===== src/cdt_pkg.sv =====
// Constants and types shared by the debug and trace port
package cdt_pkg;

  // Register bus shape
  localparam int ADDR_W = 8;
  localparam int DATA_W = 32;

  // Register byte addresses
  localparam logic [7:0] OFF_CTRL = 8'h00;
  localparam logic [7:0] OFF_STATUS = 8'h04;
  localparam logic [7:0] OFF_CMD = 8'h08;

  // Control register fields and reset value
  localparam int CTRL_IDM_BIT = 0;
  localparam int CTRL_EDM_BIT = 1;
  localparam logic CTRL_IDM_RST = 1'h0;
  localparam logic CTRL_EDM_RST = 1'h0;

  // Command register fields (write only, read shows pending stop)
  localparam int CMD_STOP_BIT = 0;
  localparam int CMD_RESUME_BIT = 1;
  localparam int CMD_WAIT_SET_BIT = 2;
  localparam int CMD_WAIT_CLR_BIT = 3;

  // Status register fields
  localparam int STAT_HALT_BIT = 16;
  localparam int STAT_WAIT_BIT = 17;
  localparam int STAT_HOLD_BIT = 18;

  // Debug event vector layout
  localparam int EVT_W = 11;
  localparam int EVT_INSTR_CMP1 = 0;
  localparam int EVT_DATA_CMP1_RD = 4;
  localparam int EVT_TRAP = 8;
  localparam int EVT_EXCEPTION = 9;
  localparam int EVT_UNCOND = 10;

  // Pipeline and trace field widths
  localparam int WB_ADDR_W = 30;
  localparam int EXEC_W = 2;
  localparam int TSTAT_W = 4;

  // Trace timing: one trace cycle per two processor clocks
  localparam int TRACE_PERIOD = 2;
  localparam logic TRACE_LAST_PHASE = 1'(TRACE_PERIOD - 1);

  // Trace status code sent after a returned trigger
  localparam logic [3:0] TRC_STAT_TRIGGER = 4'hF;

  // Core run state
  typedef enum logic [2:0] {
    CDT_RUN = 3'b001,
    CDT_WAIT = 3'b010,
    CDT_HALT = 3'b100
  } cdt_state_e;

endpackage


===== src/cdt_trace_pair.sv =====
// Collects per-cycle trace status into one trace cycle of two clocks
`timescale 1ns/1ps
module cdt_trace_pair #(
  parameter int EXEC_W = 2,
  parameter int TSTAT_W = 4,
  parameter int EVT_W = 11
) (
  // Clock, reset, enable
  input wire logic clk,
  input wire logic rst_b,
  input wire logic clk_en,
  // Per-cycle status
  input wire logic trace_on,
  input wire logic [EXEC_W-1:0] exec_in,
  input wire logic [TSTAT_W-1:0] tstat_in,
  input wire logic [EVT_W-1:0] evt_in,
  // Pair result, valid while pair_end is high
  output logic pair_end,
  output logic [EXEC_W-1:0] first_exec,
  output logic [EXEC_W-1:0] second_exec,
  output logic [TSTAT_W-1:0] tstat,
  output logic [EVT_W-1:0] evt
);

  logic phase_q;
  logic active_q;
  logic [EXEC_W-1:0] first_q;
  logic [TSTAT_W-1:0] tstat_q;
  logic [EVT_W-1:0] evt_q;

  // Phase and first-cycle capture; trace_on only counts at a pair start
  always_ff @(posedge clk or negedge rst_b) begin
    if (!rst_b) begin
      phase_q <= 1'b0;
      active_q <= 1'b0;
      first_q <= '0;
      tstat_q <= '0;
      evt_q <= '0;
    end else if (clk_en) begin
      phase_q <= (phase_q == cdt_pkg::TRACE_LAST_PHASE) ? 1'b0 : 1'b1;
      if (phase_q != cdt_pkg::TRACE_LAST_PHASE) begin
        active_q <= trace_on; // RULE_24
        first_q <= exec_in;
        tstat_q <= tstat_in;
        evt_q <= evt_in;
      end
    end
  end

  // Second cycle merges with the held first cycle
  assign pair_end = (phase_q == cdt_pkg::TRACE_LAST_PHASE) && active_q; // RULE_23
  assign first_exec = first_q;
  assign second_exec = exec_in;
  assign tstat = tstat_q | tstat_in;
  assign evt = evt_q | evt_in;

endmodule


===== src/cdt_debug_trace_port.sv =====
// Debug halt, writeback status and real-time trace port of the core
// Function
// RULE_01 - Halt request high stops fetch and execute; clocks keep running; low resumes
// RULE_02 - Halt acknowledge is high exactly while in debug halt mode
// RULE_03 - A stop command from the test port is discarded by reset
// RULE_04 - Halt request held through reset leaves reset already halted
// RULE_05 - Halt request is active high; an active-low debugger output is inverted outside
// RULE_06 - Gated-clock systems use halt request to restart clocks for the debugger
// RULE_07 - Unconditional-event input raises an event and sets its status flag
// RULE_08 - Event gives debug interrupt, halt, or trigger, per debug mode setup
// RULE_09 - Bus-hold acknowledge comes from the bus controller, high while others own bus
// RULE_10 - Writeback-full high exactly when writeback holds an instruction; address valid then
// RULE_11 - Writeback-complete means completing, meaningful only while writeback-full is high
// RULE_12 - Wait-enable output mirrors the wait bit; while set, no fetch or execute
// RULE_13 - Wait state ends on external or timer interrupt, debugger clear, or reset
// RULE_14 - Unused hold, halt and event inputs are tied low outside
// RULE_15 - Trace is always broadcast regardless of triggers, at no performance cost
// RULE_16 - Trigger pulses for debug events only with both debug modes disabled
// RULE_17 - An 11-bit type bus names the events behind each trigger
// RULE_18 - Fabric returns the trigger, maybe qualified, to trigger-in in the same trace cycle
// RULE_19 - Trigger-in high makes the core add trace-status information
// RULE_20 - Two 2-bit execution status fields per trace cycle, first and second clock
// RULE_21 - A 4-bit trace status field is presented every trace cycle
// RULE_22 - Trace-disable high stops trace collection and broadcast
// RULE_23 - Trace-cycle strobe once every two clocks carries both clocks' status
// RULE_24 - On trace-disable, status already collected is broadcast before stopping
// RULE_25 - Type bits: 0-3 instruction compares, 4-7 data compares, 8 trap, 9 exception, 10 uncond
// RULE_26 - All debug and trace outputs are registered on the processor clock
// RULE_27 - Trigger-in is sampled on the processor clock with the trace-cycle strobe
//
// Local design decisions: the address-and-strobe port and the register addresses.
`timescale 1ns/1ps
module cdt_debug_trace_port (
  // Clock, reset, enable
  input wire logic CLOCK,
  input wire logic RST_B,
  input wire logic CLK_EN,
  // Register port
  input wire logic [cdt_pkg::ADDR_W-1:0] REG_ADDR,
  input wire logic [cdt_pkg::DATA_W-1:0] REG_WDATA,
  input wire logic REG_WR,
  input wire logic REG_RD,
  output logic [cdt_pkg::DATA_W-1:0] REG_RDATA,
  // Debug inputs from fabric
  input wire logic BUS_HOLD_ACK_IN,
  input wire logic HALT_REQUEST_IN,
  input wire logic UNCOND_EVENT_IN,
  // Core pipeline side
  input wire logic CORE_WB_VALID,
  input wire logic [cdt_pkg::WB_ADDR_W-1:0] CORE_WB_ADDR,
  input wire logic CORE_WB_DONE,
  input wire logic [cdt_pkg::EVT_UNCOND-1:0] CORE_EVENTS,
  input wire logic [cdt_pkg::EXEC_W-1:0] CORE_EXEC_STATUS,
  input wire logic [cdt_pkg::TSTAT_W-1:0] CORE_TRACE_STATUS,
  input wire logic CORE_EXT_IRQ,
  input wire logic CORE_TIMER_IRQ,
  output logic CORE_RUN_EN,
  output logic CORE_DEBUG_IRQ,
  // Debug status outputs
  output logic WRITEBACK_FULL_OUT,
  output logic [cdt_pkg::WB_ADDR_W-1:0] WRITEBACK_ADDR_OUT,
  output logic WRITEBACK_COMPLETE_OUT,
  output logic WAIT_ENABLE_OUT,
  output logic HALT_ACK_OUT,
  // Trace port
  output logic TRIGGER_OUT,
  output logic [cdt_pkg::EVT_W-1:0] TRIGGER_TYPE_OUT,
  output logic TRACE_CYCLE_STROBE,
  output logic [cdt_pkg::EXEC_W-1:0] FIRST_CYCLE_EXEC_STATUS,
  output logic [cdt_pkg::EXEC_W-1:0] SECOND_CYCLE_EXEC_STATUS,
  output logic [cdt_pkg::TSTAT_W-1:0] TRACE_STATUS_OUT,
  input wire logic TRIGGER_IN,
  input wire logic TRACE_DISABLE_IN
);

  // Address match, shared by read and write decode
  function automatic logic reg_hit(input logic [cdt_pkg::ADDR_W-1:0] addr,
                                   input logic [cdt_pkg::ADDR_W-1:0] off);
    reg_hit = (addr == off);
  endfunction

  logic idm_q;
  logic edm_q;
  logic stop_q;
  logic wait_q;
  logic hold_q;
  logic uncond_prev_q;
  logic irq_q;
  logic run_q;
  logic halt_ack_q;
  logic [cdt_pkg::EVT_W-1:0] status_q;
  logic [cdt_pkg::DATA_W-1:0] rdata_q;
  cdt_pkg::cdt_state_e state_q;
  cdt_pkg::cdt_state_e state_d;
  logic wr_ctrl;
  logic wr_status;
  logic wr_cmd;
  logic uncond_edge;
  logic halt_cond;
  logic trig_allowed;
  logic [cdt_pkg::EVT_W-1:0] evt_now;

  // Write decode and event vector
  assign wr_ctrl = REG_WR && reg_hit(REG_ADDR, cdt_pkg::OFF_CTRL);
  assign wr_status = REG_WR && reg_hit(REG_ADDR, cdt_pkg::OFF_STATUS);
  assign wr_cmd = REG_WR && reg_hit(REG_ADDR, cdt_pkg::OFF_CMD);
  assign uncond_edge = UNCOND_EVENT_IN && !uncond_prev_q; // RULE_07
  assign evt_now = {uncond_edge, CORE_EVENTS}; // RULE_25
  assign halt_cond = HALT_REQUEST_IN || stop_q; // RULE_01
  assign trig_allowed = !idm_q && !edm_q; // RULE_16

  // Debug mode control and input edge register
  always_ff @(posedge CLOCK or negedge RST_B) begin
    if (!RST_B) begin
      idm_q <= cdt_pkg::CTRL_IDM_RST;
      edm_q <= cdt_pkg::CTRL_EDM_RST;
      uncond_prev_q <= 1'b0;
      hold_q <= 1'b0;
    end else if (CLK_EN) begin
      if (wr_ctrl) begin
        idm_q <= REG_WDATA[cdt_pkg::CTRL_IDM_BIT];
        edm_q <= REG_WDATA[cdt_pkg::CTRL_EDM_BIT];
      end
      uncond_prev_q <= UNCOND_EVENT_IN;
      hold_q <= BUS_HOLD_ACK_IN;
    end
  end

  // Sticky event flags, write one to clear, a new event wins
  genvar gi;
  generate
    for (gi = 0; gi < cdt_pkg::EVT_W; gi++) begin : g_flag
      always_ff @(posedge CLOCK or negedge RST_B) begin
        if (!RST_B) begin
          status_q[gi] <= 1'b0;
        end else if (CLK_EN) begin
          if (evt_now[gi]) begin
            status_q[gi] <= 1'b1; // RULE_07
          end else if (wr_status && REG_WDATA[gi]) begin
            status_q[gi] <= 1'b0;
          end
        end
      end
    end
  endgenerate

  // Stop command; reset drops it, external mode events raise it
  always_ff @(posedge CLOCK or negedge RST_B) begin
    if (!RST_B) begin
      stop_q <= 1'b0; // RULE_03
    end else if (CLK_EN) begin
      if ((wr_cmd && REG_WDATA[cdt_pkg::CMD_STOP_BIT]) || (edm_q && |evt_now)) begin
        stop_q <= 1'b1; // RULE_08
      end else if (wr_cmd && REG_WDATA[cdt_pkg::CMD_RESUME_BIT]) begin
        stop_q <= 1'b0;
      end
    end
  end

  // Wait bit; interrupts and debugger clear leave wait, a set write wins
  always_ff @(posedge CLOCK or negedge RST_B) begin
    if (!RST_B) begin
      wait_q <= 1'b0; // RULE_13
    end else if (CLK_EN) begin
      if (wr_cmd && REG_WDATA[cdt_pkg::CMD_WAIT_SET_BIT]) begin
        wait_q <= 1'b1;
      end else if (CORE_EXT_IRQ || CORE_TIMER_IRQ
                   || (wr_cmd && REG_WDATA[cdt_pkg::CMD_WAIT_CLR_BIT])) begin
        wait_q <= 1'b0; // RULE_13
      end
    end
  end

  // Run state selection; halt has priority over wait
  always_comb begin
    state_d = state_q;
    case (state_q)
      cdt_pkg::CDT_RUN: begin
        if (halt_cond) begin
          state_d = cdt_pkg::CDT_HALT; // RULE_01
        end else if (wait_q) begin
          state_d = cdt_pkg::CDT_WAIT; // RULE_12
        end
      end
      cdt_pkg::CDT_WAIT: begin
        if (halt_cond) begin
          state_d = cdt_pkg::CDT_HALT;
        end else if (!wait_q) begin
          state_d = cdt_pkg::CDT_RUN;
        end
      end
      cdt_pkg::CDT_HALT: begin
        if (!halt_cond) begin
          state_d = wait_q ? cdt_pkg::CDT_WAIT : cdt_pkg::CDT_RUN; // RULE_01
        end
      end
      default: begin
        state_d = cdt_pkg::CDT_HALT;
      end
    endcase
  end

  // State and its registered views; reset leaves the core halted
  always_ff @(posedge CLOCK or negedge RST_B) begin
    if (!RST_B) begin
      state_q <= cdt_pkg::CDT_HALT; // RULE_04
      run_q <= 1'b0;
      halt_ack_q <= 1'b1;
    end else if (CLK_EN) begin
      state_q <= state_d;
      run_q <= (state_d == cdt_pkg::CDT_RUN);
      halt_ack_q <= (state_d == cdt_pkg::CDT_HALT); // RULE_02
    end
  end

  // Debug interrupt while internal mode owns a pending event
  always_ff @(posedge CLOCK or negedge RST_B) begin
    if (!RST_B) begin
      irq_q <= 1'b0;
    end else if (CLK_EN) begin
      irq_q <= idm_q && !edm_q && (|status_q || |evt_now); // RULE_08
    end
  end

  // Writeback status registered from the pipeline
  always_ff @(posedge CLOCK or negedge RST_B) begin
    if (!RST_B) begin
      WRITEBACK_FULL_OUT <= 1'b0;
      WRITEBACK_ADDR_OUT <= '0;
      WRITEBACK_COMPLETE_OUT <= 1'b0;
    end else if (CLK_EN) begin
      WRITEBACK_FULL_OUT <= CORE_WB_VALID; // RULE_10
      WRITEBACK_ADDR_OUT <= CORE_WB_VALID ? CORE_WB_ADDR : '0; // RULE_10
      WRITEBACK_COMPLETE_OUT <= CORE_WB_VALID && CORE_WB_DONE; // RULE_11
    end
  end

  // Register read, data in the following cycle only
  always_ff @(posedge CLOCK or negedge RST_B) begin
    if (!RST_B) begin
      rdata_q <= '0;
    end else if (CLK_EN) begin
      rdata_q <= '0;
      if (REG_RD && reg_hit(REG_ADDR, cdt_pkg::OFF_CTRL)) begin
        rdata_q <= {30'h0, edm_q, idm_q};
      end else if (REG_RD && reg_hit(REG_ADDR, cdt_pkg::OFF_STATUS)) begin
        rdata_q <= {13'h0, hold_q, wait_q, halt_ack_q, 5'h0, status_q};
      end else if (REG_RD && reg_hit(REG_ADDR, cdt_pkg::OFF_CMD)) begin
        rdata_q <= {31'h0, stop_q};
      end
    end
  end

  // Trace pairing of two processor clocks
  logic pair_end;
  logic trig_mark_q;
  logic [cdt_pkg::EXEC_W-1:0] pair_first;
  logic [cdt_pkg::EXEC_W-1:0] pair_second;
  logic [cdt_pkg::TSTAT_W-1:0] pair_tstat;
  logic [cdt_pkg::EVT_W-1:0] pair_evt;

  cdt_trace_pair #(
    .EXEC_W(cdt_pkg::EXEC_W),
    .TSTAT_W(cdt_pkg::TSTAT_W),
    .EVT_W(cdt_pkg::EVT_W)
  ) u_pair (
    .clk(CLOCK),
    .rst_b(RST_B),
    .clk_en(CLK_EN),
    .trace_on(!TRACE_DISABLE_IN), // RULE_22
    .exec_in(CORE_EXEC_STATUS),
    .tstat_in(CORE_TRACE_STATUS),
    .evt_in(evt_now),
    .pair_end(pair_end),
    .first_exec(pair_first),
    .second_exec(pair_second),
    .tstat(pair_tstat),
    .evt(pair_evt)
  );

  // Returned trigger, sampled in the strobe cycle, marks the next trace status
  always_ff @(posedge CLOCK or negedge RST_B) begin
    if (!RST_B) begin
      trig_mark_q <= 1'b0;
    end else if (CLK_EN) begin
      if (TRACE_CYCLE_STROBE && TRIGGER_IN) begin
        trig_mark_q <= 1'b1; // RULE_27
      end else if (pair_end) begin
        trig_mark_q <= 1'b0;
      end
    end
  end

  // Trace broadcast, independent of triggers
  always_ff @(posedge CLOCK or negedge RST_B) begin
    if (!RST_B) begin
      TRACE_CYCLE_STROBE <= 1'b0;
      FIRST_CYCLE_EXEC_STATUS <= '0;
      SECOND_CYCLE_EXEC_STATUS <= '0;
      TRACE_STATUS_OUT <= '0;
      TRIGGER_OUT <= 1'b0;
      TRIGGER_TYPE_OUT <= '0;
    end else if (CLK_EN) begin
      TRACE_CYCLE_STROBE <= pair_end; // RULE_23
      TRIGGER_OUT <= 1'b0;
      TRIGGER_TYPE_OUT <= '0;
      if (pair_end) begin
        FIRST_CYCLE_EXEC_STATUS <= pair_first; // RULE_20
        SECOND_CYCLE_EXEC_STATUS <= pair_second; // RULE_20
        TRACE_STATUS_OUT <= trig_mark_q ? cdt_pkg::TRC_STAT_TRIGGER : pair_tstat; // RULE_19
        TRIGGER_OUT <= trig_allowed && |pair_evt; // RULE_16
        TRIGGER_TYPE_OUT <= trig_allowed ? pair_evt : '0; // RULE_17
      end
    end
  end

  // Outputs straight from flip-flops
  assign REG_RDATA = rdata_q; // RULE_26
  assign CORE_RUN_EN = run_q;
  assign CORE_DEBUG_IRQ = irq_q;
  assign WAIT_ENABLE_OUT = wait_q; // RULE_12
  assign HALT_ACK_OUT = halt_ack_q;
endmodule


===== config.mk =====
export PLATFORM = sky130hd
export DESIGN_NAME = cdt_debug_trace_port
export DESIGN_NICKNAME = d
export VERILOG_FILES = /design/src/cdt_pkg.sv /design/src/cdt_trace_pair.sv /design/src/cdt_debug_trace_port.sv
export SDC_FILE = /design/constraint.sdc
export NUM_CORES = 1
export LEC_CHECK = 0
export BUFFER_PORTS_ARGS = -buffer_cell sky130_fd_sc_hd__buf_2
export CAP_MARGIN = 20
export CORE_MARGIN = 2
export CORE_UTILIZATION = 50
export CTS_CLUSTER_SIZE = 8
export DETAILED_ROUTE_END_ITERATION = 8
export PLACE_DENSITY = 0.78
export SYNTH_ARGS = -nofsm -noshare
export SYNTH_HDL_FRONTEND = slang
export SYNTH_SLANG_ARGS = --single-unit

===== constraint.sdc =====
create_clock -name CLOCK -period 2.5 [get_ports CLOCK]
set_input_delay 0 -clock CLOCK [delete_from_list [all_inputs] [get_ports CLOCK]]
set_output_delay 0 -clock CLOCK [all_outputs]
set_load 0.02 [all_outputs]

==> reports/qor.csv <==
stage;metric;value;unit
status;status;finished, final reports clean;
die;DIE WIDTH;100.6;µm
timing;Fmax achieved;559.9;MHz
timing;RSZ-0062 raised after global routing;no;
worst_setup_path;CP Capture Type;register;
timing;# setup viols final;0;
global_routing;largest net degree at the start of global routing;67;
layout;Synth-to-Final Area Change;34.65;%
yosys;Synthesis Warnings;0;
yosys;register area share after synthesis;0.5905;
route;Post-route DRC;0;
clock_tree;Max Buffers Root-to-Sink;2;
clock_tree;H-tree depth;3;
die;area of the die;10120;µm²
clock_tree;# Post-CTS Setup Buffers;0;
worst_setup_path;critical path data required time;2.74;ns
yosys;largest area contributor in the netlist;dfrtp_1;
timing;Max Clock Skew;0.01482;ns
hold_path;Hold Crit Start;CLK_EN;
global_routing;Global Route Usage Sum;0.2470;
clock_tree;CTS tree;built;
worst_setup_path;WS Path Type;input pin to register;
route;1st-iter DRT viols;209;
route;Pre-Repair DR Iteration Count;5;
route;DR WL/cell;16.56;µm
worst_setup_path;Arr. time, crit path;2.03;ns
worst_setup_path;worst-path maximum fanout;4;
route;Vias;3929;
placement;GPL Wtd Cong;0.8394;
yosys;EDFF count, synth;0;
die;Die Ht;100.6;µm
global_routing;GRT overflow;0;
placement;hpwl dp;8050;µm
route;WL met2;6645;µm
yosys;Mapped Avg Cell Area;11.22;µm²
global_routing;vias in the first global route;3935;
power;worst vdd ir;582.3;µV
placement;Port Buffer Count;149;
die;core region area;9153;µm²
die;num ports;189;
hold_path;WHS Endpoint;state_q[2];
worst_setup_path;crit start category;input pin;
power;Static Leak;3.072;nW
timing;minimum clock period;1.786;ns
clock_tree;Clock Latency Late Sink;0.37;ns
timing;Total Negative Setup Slacks;0;ns
clock_tree;clk root buf;clkbuf_8;
yosys;mapped cell area;4666;µm²
yosys;post-synth top area share;0.5792;
die;Initial Util;0.5098;
route;vias per cell;5.302;
route;DR top layer;met4;
worst_setup_path;reg-to-reg setup timing slack;0.87;ns
global_routing;first-pass GRT wire length;19490;µm
yosys;Synth area leaders;dfrtp_1 (58%), mux2_2 (6.5%), nand3_1 (4.8%);
route;final wirelength;12270;µm
global_routing;initial antenna violation count;0;
layout;Final Non-Filler Cells;741;
yosys;Unique masters post-synth;39;
clock_tree;clock buffer count from CTS;9;
worst_setup_path;r2r endpoint;u_pair.evt_q[7];
yosys;most frequent cell after synthesis;dfrtp_1;
layout;share of cells above drive strength 1;0.3460;
timing;fin crit share;0.7145;
yosys;Synth Flop Type;dfrtp_1;
layout;# fillers;689;
clock_tree;CTS Sinks;110;
job;max_cap viols;0;
timing;max_slew headroom;0.4062;
hold_path;Worst Hold Class;input pin to register;
die;Rows;35;
placement;placed cell count;658;
yosys;Commonest cells post-synth;dfrtp_1 (108), nand3_1 (45), o21ai_0 (45);
layout;final net count;725;
worst_setup_path;Worst R2R Path Depth;2;
timing;worst-margin pin slew;0.8907;ns
timing;final hold vios;0;
power;pwr dens;748.1;nW/µm²
timing;final slew viol count;0;
yosys;ys async rst share;1.000;
route;routed metal-1 wire length;4907;µm
hold_path;hold path depth;3;
yosys;Cells after Synth;416;
route;antenna viol nets, final;0;
worst_setup_path;Reg2Reg Launch Point;u_pair.phase_q;
layout;number of antenna diodes;0;
clock_tree;CTS clk-pin slew, worst paths;0.10;ns
yosys;#FFs+latches synth;110;
route;Routed met3 length;475;µm
-- power breakdown --
group          internal, mW  switching (mW)  leakage [nW]
logic                 0.553           0.727          1.61
clock network         0.386           0.633        0.0980
registers              2.15           0.246          1.37
total                  3.09            1.61          3.07
-- routing by layer --
metal  vias up  track usage
met4         0      0.09589
met1      1932       0.3094
met5         -            0
met2       136       0.4262
li1       1838            -
met3        23      0.04369
-- through the flow --
| step | power (mW) | util | cell area (µm²) | hold slack, ns | worst slack (ns) |
|---|---|---|---|---|---|
| floorplan | 3.170 | - | 4730 | -0.2956 | 0.9958 |
| global placement | 3.554 | 0.5928 | 5425 | 0.07306 | 0.7204 |
| global route | 4.965 | 0.6864 | 6282 | 0.02246 | 0.6746 |
| finish | 4.700 | 0.6864 | 6282 | 0.03359 | 0.7139 |
| detailed placement | 3.620 | 0.5928 | 5425 | 0.07950 | 0.6417 |
| CTS | 4.725 | 0.6864 | 6282 | 0.01001 | 0.7594 |
-- sequential cells by signal, summed over array words and instances (netlist names), 2 cells and up --
register	flops
state_q	3
u_pair.tstat_q	4
TRIGGER_TYPE_OUT	11
SECOND_CYCLE_EXEC_STATUS	2
u_pair.evt_q	11
REG_RDATA	14
u_pair.first_exec	2
TRACE_STATUS_OUT	4
FIRST_CYCLE_EXEC_STATUS	2
WRITEBACK_ADDR_OUT	30
status_q	11
-- worst max-delay path, stage by stage --
cell and delay (ns):
buf_2 0.10, or4_4 0.57, nor4_2 0.45, nand2_1 0.10
a32o_1 0.26, dlygate4sd3_1 0.56
-- layout by cell type (no fill, tap or decap), types with 2 or more instances in the layout --
| cell | synthesis | layout |
|---|---|---|
| nand2_1 | 14 | 14 |
| inv_1 | 36 | 36 |
| buf_2 | 2 | 148 |
| a32o_1 | 2 | 2 |
| dfrtp_1 | 108 | 108 |
| a22o_1 | 11 | 11 |
| xor2_1 | 2 | 2 |
| o2bb2ai_1 | 14 | 14 |
| clkinv_4 | 0 | 2 |
| and3_1 | 2 | 2 |
| clkbuf_8 | 1 | 9 |
| a22o_2 | 12 | 12 |
| mux2i_1 | 2 | 2 |
| nor2_1 | 18 | 18 |
| nand4_1 | 3 | 3 |
| nand2b_1 | 3 | 3 |
| nor4_1 | 6 | 6 |
| inv_6 | 0 | 2 |
| dlygate4sd3_1 | 0 | 67 |
| nor2b_1 | 2 | 2 |
| o21ai_0 | 45 | 45 |
| nor3_1 | 6 | 6 |
| inv_8 | 0 | 2 |
| or3_1 | 2 | 2 |
| nor4_2 | 2 | 2 |
| mux2_2 | 27 | 27 |
| nand3_1 | 45 | 45 |
| buf_4 | 18 | 6 |
| dfstp_2 | 2 | 2 |
| conb_1 | 1 | 18 |
-- cells by family (layout without fill, tap and decap cells) --
logic type                after synthesis  after routing  synth area share
xor gates and xnor gates                2              2          0.003755
and+or+nand+nor                       108            108            0.1207
AOI/OAI and AO/OA                      88             88            0.1317
muxes                                  29             29           0.06946
other                                   1             18         0.0008037
buffers and inverters                  78            275           0.08313
DFF                                   110            110            0.5905
-- worst max-delay path by stage --
stage,cells after the start,endpoint,from
after floorplan,5,REG_RDATA[17],REG_ADDR[5]
after global placement,6,idm_q,REG_ADDR[5]
after detailed placement,6,edm_q,REG_ADDR[5]
after CTS,6,WAIT_ENABLE_OUT,REG_ADDR[5]
after global routing,6,WAIT_ENABLE_OUT,REG_ADDR[5]
final,6,WAIT_ENABLE_OUT,REG_ADDR[5]
-- area by class of cell --
cell class              instances  area [µm²]  share of cell area
clock buffers                   9       123.9             0.01972
repair buffers                222        1476              0.2350
well taps                     111       138.9             0.02211
clock inverters                 7       62.56            0.009958
inverters                      37       138.9             0.02211
multi-input cells             245        1587              0.2525
flip-flops and latches        110        2755              0.4386
-- repair_timing --
action | 4_1_cts | 5_1_grt
hold buffers | 67 | 0
gates resized for setup | 0 | 0
endpoints found under the hold margin | 135 | 0
Note: power is estimated with default switching activity, not from simulation.
